File: config.mk
export PLATFORM = sky130hd
export DESIGN_NAME = bsm_ctrl
export DESIGN_NICKNAME = d
export VERILOG_FILES = /design/src/bsm_sync.v /design/src/bsm_cycle_timer.v /design/src/bsm_ctrl.v
export VERILOG_INCLUDE_DIRS = /design/src
export SDC_FILE = /design/constraint.sdc
export NUM_CORES = 1
export LEC_CHECK = 0
export BUFFER_PORTS_ARGS = -buffer_cell sky130_fd_sc_hd__buf_2
export CORE_MARGIN = 8
export CORE_UTILIZATION = 25
export CTS_BUF_LIST = sky130_fd_sc_hd__clkbuf_8
export CTS_CLUSTER_DIAMETER = 150
export DETAILED_ROUTE_END_ITERATION = 7
export HOLD_SLACK_MARGIN = 0.05
export MAX_ROUTING_LAYER = met4
export SETUP_SLACK_MARGIN = 0.5
export SLEW_MARGIN = 20
export SYNTH_ARGS = -nofsm -noshare
export SYNTH_HDL_FRONTEND = slang
export SYNTH_SLANG_ARGS = --single-unit
File: constraint.sdc
create_clock -name ref_clk -period 2.15 [get_ports ref_clk]
set_clock_uncertainty 0.15 [all_clocks]
set_input_delay 0.43 -clock ref_clk [delete_from_list [all_inputs] [get_ports ref_clk]]
set_output_delay 0.43 -clock ref_clk [all_outputs]
set_load 0.005 [all_outputs]
File: src/bsm_regs.vh
/*
 * Constants for the buck switch-mode control block: register offsets,
 * field positions, reset values and timing figures.
 * Assumes a 100 MHz system clock and a 32-bit AHB-Lite register bus.
 */
`ifndef BSM_REGS_VH
`define BSM_REGS_VH

// ==========================================================
// Register byte offsets
`define BSM_OFF_CTRL 8'h00
`define BSM_OFF_OFFTIME 8'h04
`define BSM_OFF_STATUS 8'h08
`define BSM_OFF_SSCOUNT 8'h0c

// ==========================================================
// Control register fields and reset values
`define BSM_CTRL_ENABLE_BIT 0
`define BSM_CTRL_FPWM_BIT 1
`define BSM_CTRL_ENABLE_RST 1'h1
`define BSM_CTRL_FPWM_RST 1'h0
`define BSM_OFFTIME_RST 16'h0032

// ==========================================================
// Timing figures
`define BSM_CLK_MHZ 100
`define BSM_BLANK_LONG_US 150
`define BSM_BLANK_MID_US 100
`define BSM_BLANK_SHORT_US 50
`define BSM_BLANK_LONG_CYC 16'h3a98
`define BSM_BLANK_MID_CYC 16'h2710
`define BSM_BLANK_SHORT_CYC 16'h1388
`define BSM_SS_END_CNT 10'h300
`define BSM_EXT_SHIFT 2

// ==========================================================
// Blanking select codes from the four-level detector
`define BSM_BSEL_SUPPLY 2'h3
`define BSM_BSEL_OPEN 2'h2
`define BSM_BSEL_REF 2'h1
`define BSM_BSEL_GND 2'h0

`endif

File: src/bsm_sync.v
/*
 * Two-stage synchroniser for a bundle of asynchronous levels.
 * Assumes each bit is a slow level; bits are not coherent as a word.
 */
`timescale 1ns/1ps
module bsm_sync #(
  parameter W = 1
) (
  input wire ref_clk,
  input wire sys_rst,
  input wire [W-1:0] async_in,
  output wire [W-1:0] sync_out
);

  reg [W-1:0] meta_ff;
  reg [W-1:0] sync_ff;

  always @(posedge ref_clk)
  begin
    if (sys_rst)
    begin
      meta_ff <= {W{1'b0}};
      sync_ff <= {W{1'b0}};
    end
    else
    begin
      meta_ff <= async_in;
      sync_ff <= meta_ff;
    end
  end

  assign sync_out = sync_ff;

endmodule

File: src/bsm_cycle_timer.v
/*
 * Down-counting cycle timer; busy while the count is non-zero.
 * Assumes load is a one-cycle request; a load restarts a running count.
 */
`timescale 1ns/1ps
module bsm_cycle_timer #(
  parameter W = 16
) (
  input wire ref_clk,
  input wire sys_rst,
  input wire load,
  input wire [W-1:0] load_val,
  output wire busy
);

  reg [W-1:0] cnt_ff;
  reg [W-1:0] nxt_cnt;

  always @*
  begin
    nxt_cnt = cnt_ff;
    if (load)
      nxt_cnt = load_val;
    else if (cnt_ff != {W{1'b0}})
      nxt_cnt = cnt_ff - {{(W-1){1'b0}}, 1'b1};
  end

  always @(posedge ref_clk)
  begin
    if (sys_rst)
      cnt_ff <= {W{1'b0}};
    else
      cnt_ff <= nxt_cnt;
  end

  assign busy = (cnt_ff != {W{1'b0}});

endmodule

File: src/bsm_ctrl.v
/*
 * Buck switch-mode control: mode selection, switch sequencing,
 * soft-start, extended off-time, power-good and open-drain gates.
 * Assumes analog comparators deliver asynchronous levels and that
 * the power stage adds its own dead time between the two switches.
 */
`timescale 1ns/1ps
`include "bsm_regs.vh"
module bsm_ctrl #(
  parameter [15:0] BLANK_LONG_CYC = `BSM_BLANK_LONG_CYC,
  parameter [15:0] BLANK_MID_CYC = `BSM_BLANK_MID_CYC,
  parameter [15:0] BLANK_SHORT_CYC = `BSM_BLANK_SHORT_CYC
) (
  input wire ref_clk,
  input wire sys_rst,
  input wire hsel,
  input wire [7:0] haddr,
  input wire [1:0] htrans,
  input wire hwrite,
  input wire [2:0] hsize,
  input wire [31:0] hwdata,
  input wire hready,
  output reg [31:0] hrdata,
  output reg hreadyout,
  output reg hresp,
  input wire shutdown_n,
  input wire pwm_force_in,
  input wire voltage_sel_in,
  input wire [1:0] blanking_select_in,
  input wire fb_below_ref_in,
  input wire fb_under_window_in,
  input wire fb_over_window_in,
  input wire fb_below_third_in,
  input wire cur_limit_in,
  input wire cur_light_in,
  input wire cur_zero_in,
  input wire load_light_in,
  input wire switch_node,
  output reg high_side_on_ff,
  output reg low_side_on_ff,
  output reg [1:0] ilim_level_ff,
  input wire power_ok_out_i,
  output reg power_ok_out_o,
  output reg power_ok_out_oe,
  input wire direct_drain_out_i,
  output reg direct_drain_out_o,
  output reg direct_drain_out_oe,
  input wire inv_drain_out_i,
  output reg inv_drain_out_o,
  output reg inv_drain_out_oe
);

  // ==========================================================
  // States
  localparam [4:0] ST_IDLE = 5'h01;
  localparam [4:0] ST_HS = 5'h02;
  localparam [4:0] ST_LS = 5'h04;
  localparam [4:0] ST_SKIP_LS = 5'h08;
  localparam [4:0] ST_SKIP_WAIT = 5'h10;

  // ==========================================================
  // Functions
  function [15:0] blank_cycles;
    input [1:0] code;
    begin
      case (code)
        `BSM_BSEL_SUPPLY: blank_cycles = BLANK_LONG_CYC;
        `BSM_BSEL_OPEN: blank_cycles = BLANK_MID_CYC;
        `BSM_BSEL_REF: blank_cycles = BLANK_SHORT_CYC;
        default: blank_cycles = BLANK_MID_CYC;
      endcase
    end
  endfunction

  function blank_enabled;
    input [1:0] code;
    begin
      blank_enabled = (code != `BSM_BSEL_GND);
    end
  endfunction

  // ==========================================================
  // Input synchronisation
  wire [18:0] raw_in;
  wire [18:0] syn;
  wire sd_n_s;
  wire fpwm_s;
  wire vsel_s;
  wire [1:0] bsel_s;
  wire fb_low_s;
  wire win_under_s;
  wire win_over_s;
  wire fb_third_s;
  wire ilim_s;
  wire ilight_s;
  wire izero_s;
  wire load_light_s;
  wire lx_s;
  wire pok_pin_s;
  wire dd_pin_s;
  wire idd_pin_s;

  assign raw_in = {inv_drain_out_i, direct_drain_out_i, power_ok_out_i, switch_node,
    load_light_in, cur_zero_in, cur_light_in, cur_limit_in, fb_below_third_in,
    fb_over_window_in, fb_under_window_in, fb_below_ref_in, blanking_select_in,
    voltage_sel_in, pwm_force_in, shutdown_n, 2'h0};

  bsm_sync #(
    .W(19)
  ) u_sync (
    .ref_clk(ref_clk),
    .sys_rst(sys_rst),
    .async_in(raw_in),
    .sync_out(syn)
  );

  assign idd_pin_s = syn[18];
  assign dd_pin_s = syn[17];
  assign pok_pin_s = syn[16];
  assign lx_s = syn[15];
  assign load_light_s = syn[14];
  assign izero_s = syn[13];
  assign ilight_s = syn[12];
  assign ilim_s = syn[11];
  assign fb_third_s = syn[10];
  assign win_over_s = syn[9];
  assign win_under_s = syn[8];
  assign fb_low_s = syn[7];
  assign bsel_s = syn[6:5];
  assign vsel_s = syn[4];
  assign fpwm_s = syn[3];
  assign sd_n_s = syn[2];

  // ==========================================================
  // Register bus slave
  reg ctrl_enable_ff;
  reg ctrl_fpwm_ff;
  reg [15:0] off_time_ff;
  reg dp_valid_ff;
  reg dp_write_ff;
  reg [7:0] dp_addr_ff;
  reg [31:0] rd_word;
  reg [4:0] state_ff;
  reg [9:0] ss_cnt_ff;
  reg ss_active_ff;
  reg ext_off_ff;
  reg vsel_d_ff;
  reg lx_d_ff;
  wire blank_busy;
  wire pwm_mode;
  wire ahb_take;

  assign ahb_take = hsel & htrans[1] & hready;

  always @*
  begin
    rd_word = 32'h0;
    case (haddr)
      `BSM_OFF_CTRL: rd_word = {30'h0, ctrl_fpwm_ff, ctrl_enable_ff};
      `BSM_OFF_OFFTIME: rd_word = {16'h0, off_time_ff};
      `BSM_OFF_STATUS: rd_word = {20'h0, vsel_s, idd_pin_s, dd_pin_s, pok_pin_s,
        blank_busy, ext_off_ff, ~pwm_mode, ss_active_ff, ilim_level_ff,
        low_side_on_ff, high_side_on_ff};
      `BSM_OFF_SSCOUNT: rd_word = {22'h0, ss_cnt_ff};
      default: rd_word = 32'h0;
    endcase
  end

  // Zero wait states; read data is latched at the address phase so
  // hrdata comes straight from a flop during the data phase.
  always @(posedge ref_clk)
  begin
    if (sys_rst)
    begin
      dp_valid_ff <= 1'b0;
      dp_write_ff <= 1'b0;
      dp_addr_ff <= 8'h0;
      hrdata <= 32'h0;
      hreadyout <= 1'b1;
      hresp <= 1'b0;
      ctrl_enable_ff <= `BSM_CTRL_ENABLE_RST;
      ctrl_fpwm_ff <= `BSM_CTRL_FPWM_RST;
      off_time_ff <= `BSM_OFFTIME_RST;
    end
    else
    begin
      hreadyout <= 1'b1;
      hresp <= 1'b0;
      dp_valid_ff <= ahb_take;
      if (ahb_take)
      begin
        dp_write_ff <= hwrite;
        dp_addr_ff <= haddr;
        hrdata <= hwrite ? 32'h0 : rd_word;
      end
      if (dp_valid_ff && dp_write_ff)
      begin
        case (dp_addr_ff)
          `BSM_OFF_CTRL:
          begin
            ctrl_enable_ff <= hwdata[`BSM_CTRL_ENABLE_BIT];
            ctrl_fpwm_ff <= hwdata[`BSM_CTRL_FPWM_BIT];
          end
          `BSM_OFF_OFFTIME: off_time_ff <= hwdata[15:0];
          default: ;
        endcase
      end
    end
  end

  // ==========================================================
  // Blanking after a voltage-select change
  wire run_en;
  wire vsel_edge;
  wire [15:0] blank_len;

  assign run_en = sd_n_s & ctrl_enable_ff;
  assign vsel_edge = vsel_s ^ vsel_d_ff;
  assign blank_len = blank_cycles(bsel_s);

  bsm_cycle_timer #(
    .W(16)
  ) u_blank (
    .ref_clk(ref_clk),
    .sys_rst(sys_rst),
    .load(vsel_edge),
    .load_val(blank_len),
    .busy(blank_busy)
  );

  // ==========================================================
  // Mode selection
  // Overload runs like forced PWM, so extended off-time takes that path.
  assign pwm_mode = fpwm_s | ctrl_fpwm_ff | blank_busy | ext_off_ff
    | ~load_light_s;

  // ==========================================================
  // Soft-start and extended off-time
  wire lx_rise;
  wire ss_done;

  assign lx_rise = lx_s & ~lx_d_ff;
  assign ss_done = (ss_cnt_ff == `BSM_SS_END_CNT) | ~fb_low_s;

  always @(posedge ref_clk)
  begin
    if (sys_rst)
    begin
      vsel_d_ff <= 1'b0;
      lx_d_ff <= 1'b0;
      ss_cnt_ff <= 10'h0;
      ss_active_ff <= 1'b1;
      ilim_level_ff <= 2'h0;
      ext_off_ff <= 1'b0;
    end
    else
    begin
      vsel_d_ff <= vsel_s;
      lx_d_ff <= lx_s;
      if (!run_en)
      begin
        ss_cnt_ff <= 10'h0;
        ss_active_ff <= 1'b1;
        ilim_level_ff <= 2'h0;
        ext_off_ff <= 1'b0;
      end
      else
      begin
        if (ss_active_ff)
        begin
          if (ss_done)
          begin
            ss_active_ff <= 1'b0;
            ilim_level_ff <= 2'h3;
          end
          else
          begin
            if (lx_rise)
              ss_cnt_ff <= ss_cnt_ff + 10'h1;
            ilim_level_ff <= ss_cnt_ff[9:8];
          end
        end
        if (fb_third_s)
          ext_off_ff <= 1'b1;
        else if (!ilim_s)
          ext_off_ff <= 1'b0;
      end
    end
  end

  // ==========================================================
  // Switch sequencing
  reg [4:0] nxt_state;
  reg off_load;
  wire off_busy;
  wire [17:0] off_len;

  assign off_len = ext_off_ff ? {off_time_ff, `BSM_EXT_SHIFT'h0}
    : {`BSM_EXT_SHIFT'h0, off_time_ff};

  bsm_cycle_timer #(
    .W(18)
  ) u_off (
    .ref_clk(ref_clk),
    .sys_rst(sys_rst),
    .load(off_load),
    .load_val(off_len),
    .busy(off_busy)
  );

  always @*
  begin
    nxt_state = state_ff;
    off_load = 1'b0;
    case (state_ff)
      ST_IDLE:
        nxt_state = ST_HS;
      ST_HS:
      begin
        // Held on while below regulation and under the limit; in skip mode also held until light current.
        if (pwm_mode)
        begin
          if (!fb_low_s || ilim_s)
          begin
            nxt_state = ST_LS;
            off_load = 1'b1;
          end
        end
        else if ((!fb_low_s && ilight_s) || ilim_s)
          nxt_state = ST_SKIP_LS;
      end
      ST_LS:
        if (!off_busy)
          nxt_state = ST_HS;
      ST_SKIP_LS:
        if (izero_s)
          nxt_state = ST_SKIP_WAIT;
      ST_SKIP_WAIT:
        if (pwm_mode || fb_low_s)
          nxt_state = ST_HS;
      default:
        nxt_state = ST_IDLE;
    endcase
    if (!run_en)
      nxt_state = ST_IDLE;
  end

  always @(posedge ref_clk)
  begin
    if (sys_rst)
    begin
      state_ff <= ST_IDLE;
      high_side_on_ff <= 1'b0;
      low_side_on_ff <= 1'b0;
    end
    else
    begin
      state_ff <= nxt_state;
      high_side_on_ff <= (nxt_state == ST_HS);
      low_side_on_ff <= (nxt_state == ST_LS) || (nxt_state == ST_SKIP_LS);
    end
  end

  // ==========================================================
  // Open-drain outputs
  // Data lines stay low; the enable pulls the pin, release is high-Z.
  always @(posedge ref_clk)
  begin
    if (sys_rst)
    begin
      power_ok_out_o <= 1'b0;
      power_ok_out_oe <= 1'b1;
      direct_drain_out_o <= 1'b0;
      direct_drain_out_oe <= 1'b0;
      inv_drain_out_o <= 1'b0;
      inv_drain_out_oe <= 1'b0;
    end
    else
    begin
      power_ok_out_o <= 1'b0;
      direct_drain_out_o <= 1'b0;
      inv_drain_out_o <= 1'b0;
      direct_drain_out_oe <= vsel_s;
      inv_drain_out_oe <= ~vsel_s;
      if (!run_en || ss_active_ff)
        power_ok_out_oe <= 1'b1;
      else if (blank_enabled(bsel_s) && blank_busy)
        power_ok_out_oe <= 1'b0;
      else
        power_ok_out_oe <= win_under_s | win_over_s;
    end
  end

endmodule

==> results of run 1 <==
## sequential cells by signal, summed over array words and instances, names as in the netlist, 2 cells and up
signal,flops
u_blank.cnt_ff,16
hrdata,16
u_sync.sync_out,17
ilim_level_ff,2
u_off.cnt_ff,18
ss_cnt_ff,10
u_sync.meta_ff,17
off_time_ff,16
dp_addr_ff,8
state_ff,5
## timing repair
| action | in CTS | in global routing |
|---|---|---|
| pin swaps | 26 | 27 |
| endpoints found under the setup margin | 53 | 68 |
| hold endpoints to repair | 23 | 1 |
| buffers inserted | 29 | 16 |
| gates cloned | 0 | 5 |
| gates resized for setup | 70 | 58 |
| hold buffers | 23 | 1 |
## layout by cell type (no fill, tap or decap), types with 5 or more instances in the layout
master	count
dfxtp_1	119
nor2_1	77
buf_2	68
buf_4	62
nor2b_1	45
nand2_1	39
a21oi_1	32
dlygate4sd3_1	24
mux2i_1	21
conb_1	21
clkbuf_8	19
xnor2_1	15
a22oi_1	15
dfxtp_2	15
buf_6	14
xor2_1	12
inv_1	12
a211oi_1	10
mux2_2	10
nand3_1	9
o21ai_0	8
a211oi_2	8
nor4_4	7
nor3_2	7
clkinvlp_4	7
nand4_1	6
a22o_1	6
a211o_1	6
nor3_1	5
nor3_4	5
or3_1	5
nand2b_1	5
## cell type report
| cell class | count | area share |
|---|---|---|
| Clock buffer | 19 | 0.0299 |
| Clock inverter | 12 | 0.0173 |
| Inverter | 15 | 0.00701 |
| Multi-Input combinational cell | 486 | 0.432 |
| Sequential cell | 137 | 0.317 |
| Tap cell | 324 | 0.0464 |
| Timing Repair Buffer | 173 | 0.150 |
## power by group through the flow
stage	Clock (mW)	Sequential [mW]	Combinational, mW
2_1_floorplan	0	3.15	1.96
3_3_place_gp	0	3.21	2.52
3_5_place_dp	0	3.21	2.55
4_1_cts	2.24	3.18	3.47
5_1_grt	2.35	3.29	4.37
6_report	2.19	3.26	4.08
## cells in the mapped netlist (all sizes together), types with 3 or more instances
| master | number |
|---|---|
| nor3b | 5 |
| a211oi | 18 |
| nor2b | 47 |
| nand3b | 4 |
| a31oi | 4 |
| inv | 15 |
| and2 | 4 |
| clkbuf | 19 |
| nand3 | 14 |
| a22o | 6 |
| and3 | 5 |
| or3 | 7 |
| a21oi | 35 |
| ha | 6 |
| a221oi | 4 |
| xnor2 | 16 |
| nand4 | 6 |
| nor2 | 81 |
| buf | 37 |
| nand2b | 5 |
| a311oi | 5 |
| a211o | 6 |
| o21ai | 11 |
| dfxtp | 137 |
| mux2i | 21 |
| mux2 | 10 |
| or4b | 4 |
| nand4b | 4 |
| o41ai | 5 |
| nand2 | 43 |
| o31ai | 4 |
| nor3 | 17 |
| o22ai | 3 |
| a22oi | 16 |
| xor2 | 13 |
| nor4 | 12 |
## per-stage QoR
step	cells	cell area (um^2)	worst slack, ns
final	1166	8740	0.191
after global routing	1166	8740	0.123
after CTS	1144	8240	0.244
after detailed placement	1061	7060	0.102
after global placement	1061	7060	0.0961
after floorplan	692	6400	0.283
## cell families (layout without fill, tap and decap cells)
logic type	after synthesis	in the layout	synth area share
multiplexers	33	33	0.0595
buffers and inverters	71	219	0.0585
adder cells (fa/ha/maj)	6	6	0.0121
AND/OR/NAND/NOR	264	264	0.231
other	2	21	0.00121
XOR/XNOR	29	29	0.0411
flip-flops	137	137	0.443
AO/OA/AOI/OAI	131	133	0.153
## path summary, 6_finish.rpt
kind | slack, ns | endpoint | cells after the start
worst max-delay path | 0.19 | state_ff[2] | 6
worst min-delay path | 0.08 | u_blank.cnt_ff[13] | 2
worst max register to register | 0.19 | state_ff[2] | 6
worst min register to register | 0.29 | u_sync.sync_out[17] | 1
## metal layers
layer  track usage  vias to the layer above  share of wire
li1              -                     2674              -
met1         0.131                     2681           0.43
met2         0.201                      106           0.52
met3        0.0222                       23          0.028
met4        0.0499                        0          0.023
met5             -                        -              0
## critical path: cells and delay by family, from the launching register on
kind                   cells  cell delay (ns)
buffers and inverters      1             0.11
flip-flops                 1             0.36
AO/OA/AOI/OAI              1             0.19
AND/OR/NAND/NOR            4             1.07
==> metrics, run 1 <==
Post-Syn Area per Cell 9.19 um^2; row count 57; IO Port Bufs 69; CP Launch Point u_blank.cnt_ff[9]; ys flop type dfxtp_1; storage element area 2770 um^2; #FFs+latches synth 137; DR WL/cell 15.5 um; core area around 24000 um^2; RSZ-0062 raised after global routing yes; clock period minus worst slack 1.96 ns; top-area cell type share of the netlist area 0.443; GPL Wtd Cong 0.820; Num CTS Buffers 17; routed vias/inst 4.70; die width 173 um; Slew HR 0.649; Fin. Hold Viols 0; total leakage power 3.42 nW; Clock Latency Late Sink 0.45 ns; Min-Delay Startpoint sys_rst; H-tree levels 4; share of the yosys chip area belonging to registers 0.443; Inserted Diodes 0; IO Count ~110; initial drt markers 323; number of flops mapped to enable cells by yosys 0; largest cells by area after synthesis dfxtp_1, nor2_1, nor2b_1; critical-path cell list nor4_4 > and3_4 > buf_6 > nand3_4 > or3_4 > a311oi_2; CTS tree done; Cells after Synth between 600 and 700; Fmax 510 MHz; die area 30000 um^2; DRT antenna net count 0; Int Pwr between 6 and 7 mW; Final Power around 9.5 mW; final setup violation count 0; reg-to-reg startpoint u_blank.cnt_ff[9]; Max IR drop VDD 0.511 mV; Switching Share 0.352; chip height 173 um; WP data required roughly 2.4 ns; Util after Layout 0.359; GR Overflow Total 0; first-pass GRT wire length 27900 um; post-synth cell types 67; min-delay worst type primary input to flop; fill count 2404; WS Path Type flop to flop; critical path's largest stage delay 0.37 ns; Nets between 900 and 1k; number of global-route vias before repair 5467; DRC viols 0; largest fanout on the critical path 3; Routed WL 18100 um; initial antenna violation count 0; crit start category flop; outcome finished clean; gr usage total 0.117; CTS clk-pin slew, worst paths 0.08 ns; critical path's slowest cell nor4_4; length of the first detailed-routing pass in iterations 5; Tcrit/Tclk final 0.911; Final HPWL DP 11900 um; sequential share of power 0.342; minimum hold slack 0.0826 ns; Max Cap Viol 0; crit end category flop; Worst Path Arrival ~2.2 ns; cell taking the most area after synthesis dfxtp_1; Max Root-Sink Buffers 2; Clock power frac 0.230; TritonCTS Sinks approximately 140; max-slew violations 0; initial cell density of the core 0.254; YS warnings 0; Root Driver clkbuf_8; Vias 5484; share of layout cells above drive strength 1 0.362; TNS Setup 0 ns; pin count of the biggest net entering global routing 49; Mapped Area about 6200 um^2; ys async rst share 0; Least-Margin Pin Slew 0.527 ns; multi-input logic area approximately 3800 um^2; P_sw 3.36 mW; Comb pwr share 0.428; Synth-to-Final Area Change 41.3%; P per Cell Area 1090 nW/um^2
No activity file was read; power rests on OpenSTA's default activity.
==> run 2, diff against run 1 <==
- SETUP_SLACK_MARGIN: 0.5 -> 0.02
==> run 2 against run 1 <==
Against the previous run:
- hold slack got worse by 0.0051 ns
- flip-flop and latch count unchanged
- worst setup slack got worse by 0.052 ns
- die area is the same
- register-to-register slack got worse by 0.05 ns
- total power decreased by 16%
- cell count decreased by 3.0%
- sequential power is 4% lower
- sequential share of layout area grew 3.5 points
- global-route usage is 0.77 points lower
- core utilization shrank 3.9 points
- cell area is 11% lower
- critical endpoint is now high_side_on_ff
==> metrics, run 2 (synthesis gave the netlist of run 1 again) <==
row count 57 (unchanged); Util after Layout 0.320 (-0.0392); P per Cell Area 1030 nW/um^2 (-5.3%); initial cell density of the core 0.254 (unchanged); Routed WL 15800 um (-12%); min-delay worst type primary input to flop; die area 30000 um^2 (unchanged); Fin. Hold Viols 0 (unchanged); TNS Setup 0 ns (unchanged); outcome finished clean; GR Overflow Total 0 (unchanged); gr usage total 0.109 (-0.00769); length of the first detailed-routing pass in iterations 4 (-1); Vias 5110 (-6.8%); chip height 173 um (unchanged); Final HPWL DP 11700 um (-1.4%); IO Port Bufs 69 (unchanged); clock period minus worst slack 2.01 ns (+0.0518 ns); Inserted Diodes 0 (unchanged); DR WL/cell 14.0 um (-9.7%); Fmax 497 MHz (-2.6%); dpl cell area 7030 um^2 (-0.53%); max-slew violations 0 (unchanged); Root Driver clkbuf_8; routed vias/inst 4.52 (-3.9%); Max Cap Viol 0 (unchanged); final setup violation count 0 (unchanged); Num CTS Buffers 17 (unchanged); CTS clk-pin slew, worst paths 0.08 ns (about the same); first-pass GRT wire length 26300 um (-5.7%); IO Count 111 (unchanged); highest metal used met4; CTS tree done; initial drt markers 309 (-4.3%); Least-Margin Pin Slew 0.558 ns (+0.0312 ns); Max IR drop VDD 0.691 mV (+35%); Worst Slack Setup Final 0.139 ns (-0.0518 ns); commonest cells after routing, fill and taps aside dfxtp_1, nor2_1, buf_2; design area 7790 um^2 (-11%); WS Path Type flop to flop; GPL Wtd Cong 0.798 (-2.7%); Place WS 0.0585 ns (-0.0430 ns); initial antenna violation count 0 (unchanged); die width 173 um (unchanged); Cells after DPL 1072 (+1.0%); Final Power 8.04 mW (-16%); number of global-route vias before repair 5126 (-6.2%); share of layout cells above drive strength 1 0.228 (-0.134); Max Root-Sink Buffers 2 (unchanged); TritonCTS Sinks 137 (unchanged); Biggest register u_off.cnt_ff; crit end category flop; DRT antenna net count 0 (unchanged); crit start category flop; minimum hold slack 0.0775 ns (-0.00513 ns); Min-Delay Startpoint haddr[4]; RSZ-0062 raised after global routing no; CP Launch Point u_off.cnt_ff[9]; DRT met1 WL 7290 um (-6.7%); largest fanout on the critical path 6 (+3); met2 WL 7940 um (-15%); pin count of the biggest net entering global routing 46 (-6.1%); Slew HR 0.628 (-0.0208); Worst Path Arrival 2.21 ns (+0.04 ns); core area 24300 um^2 (unchanged); Layout Cells excl Fill 1131 (-3.0%); routed length on met3 400 um (-20%); Synth-to-Final Area Change 25.9%; WP data required 2.35 ns (about the same); commonest non-fill, non-tap cell in the layout dfxtp_1; Tcrit/Tclk final 0.935 (+0.0241); reg-to-reg startpoint u_off.cnt_ff[9]; max reg flops 18 (unchanged); H-tree levels 4 (unchanged); DRC viols 0 (unchanged); total leakage power 3.10 nW (-9.4%); Clock Latency Late Sink 0.45 ns (about the same); Nets 867 (-4.0%)
-- run 2: changes by cell type in the layout (fill, tap and decap cells not counted), moves of 8 or more --
cell | previous run | this run
buf_6 | 14 | 0
a211oi_2 | 8 | 0
buf_4 | 62 | 45
a211oi_1 | 10 | 18
dfxtp_1 | 119 | 136
dfxtp_2 | 15 | 1
nor3_1 | 5 | 13
-- run 2: cell type report --
class                   count  area, um^2
clock buffers              19         262
clock inverters            13         169
fillers                  2524       16500
inverters                  15        56.3
multi-input cells         484        3200
flip-flops and latches    137        2740
well taps                 324         405
repair buffers            139         948
-- run 2: final timing paths --
| check | end | cells past startpoint | slack, ns |
|---|---|---|---|
| worst max register to register | high_side_on_ff | 5 | 0.14 |
| worst min register to register | u_sync.sync_out[10] | 1 | 0.28 |
| worst max-delay path | high_side_on_ff | 5 | 0.14 |
| worst min-delay path | dp_addr_ff[4] | 3 | 0.08 |
-- run 2: worst max-delay path: stages, from the launching register on --
cell,delay (ns)
dfxtp_1,0.37
nor4_2,0.42
and4_4,0.32
and2_1,0.19
nand4b_1,0.19
a211oi_1,0.27
-- run 2: per-layer routing --
metal	global-route usage	vias up
met5	-	-
met3	0.0220	16
met2	0.179	75
met4	0.0399	0
met1	0.132	2425
li1	-	2594
-- run 2: what timing repair did --
item                                    in CTS  in global routing
hold buffers                                25                  0
endpoints found under the hold margin       25                  0
buffers inserted                             0                  2
endpoints found under the setup margin       1                 19
gates resized for setup                      1                 11
-- run 2: power by group --
| group | switching, mW | internal (mW) |
|---|---|---|
| sequential | 0.293 | 2.83 |
| combinational | 1.36 | 1.29 |
| clock | 1.05 | 1.22 |
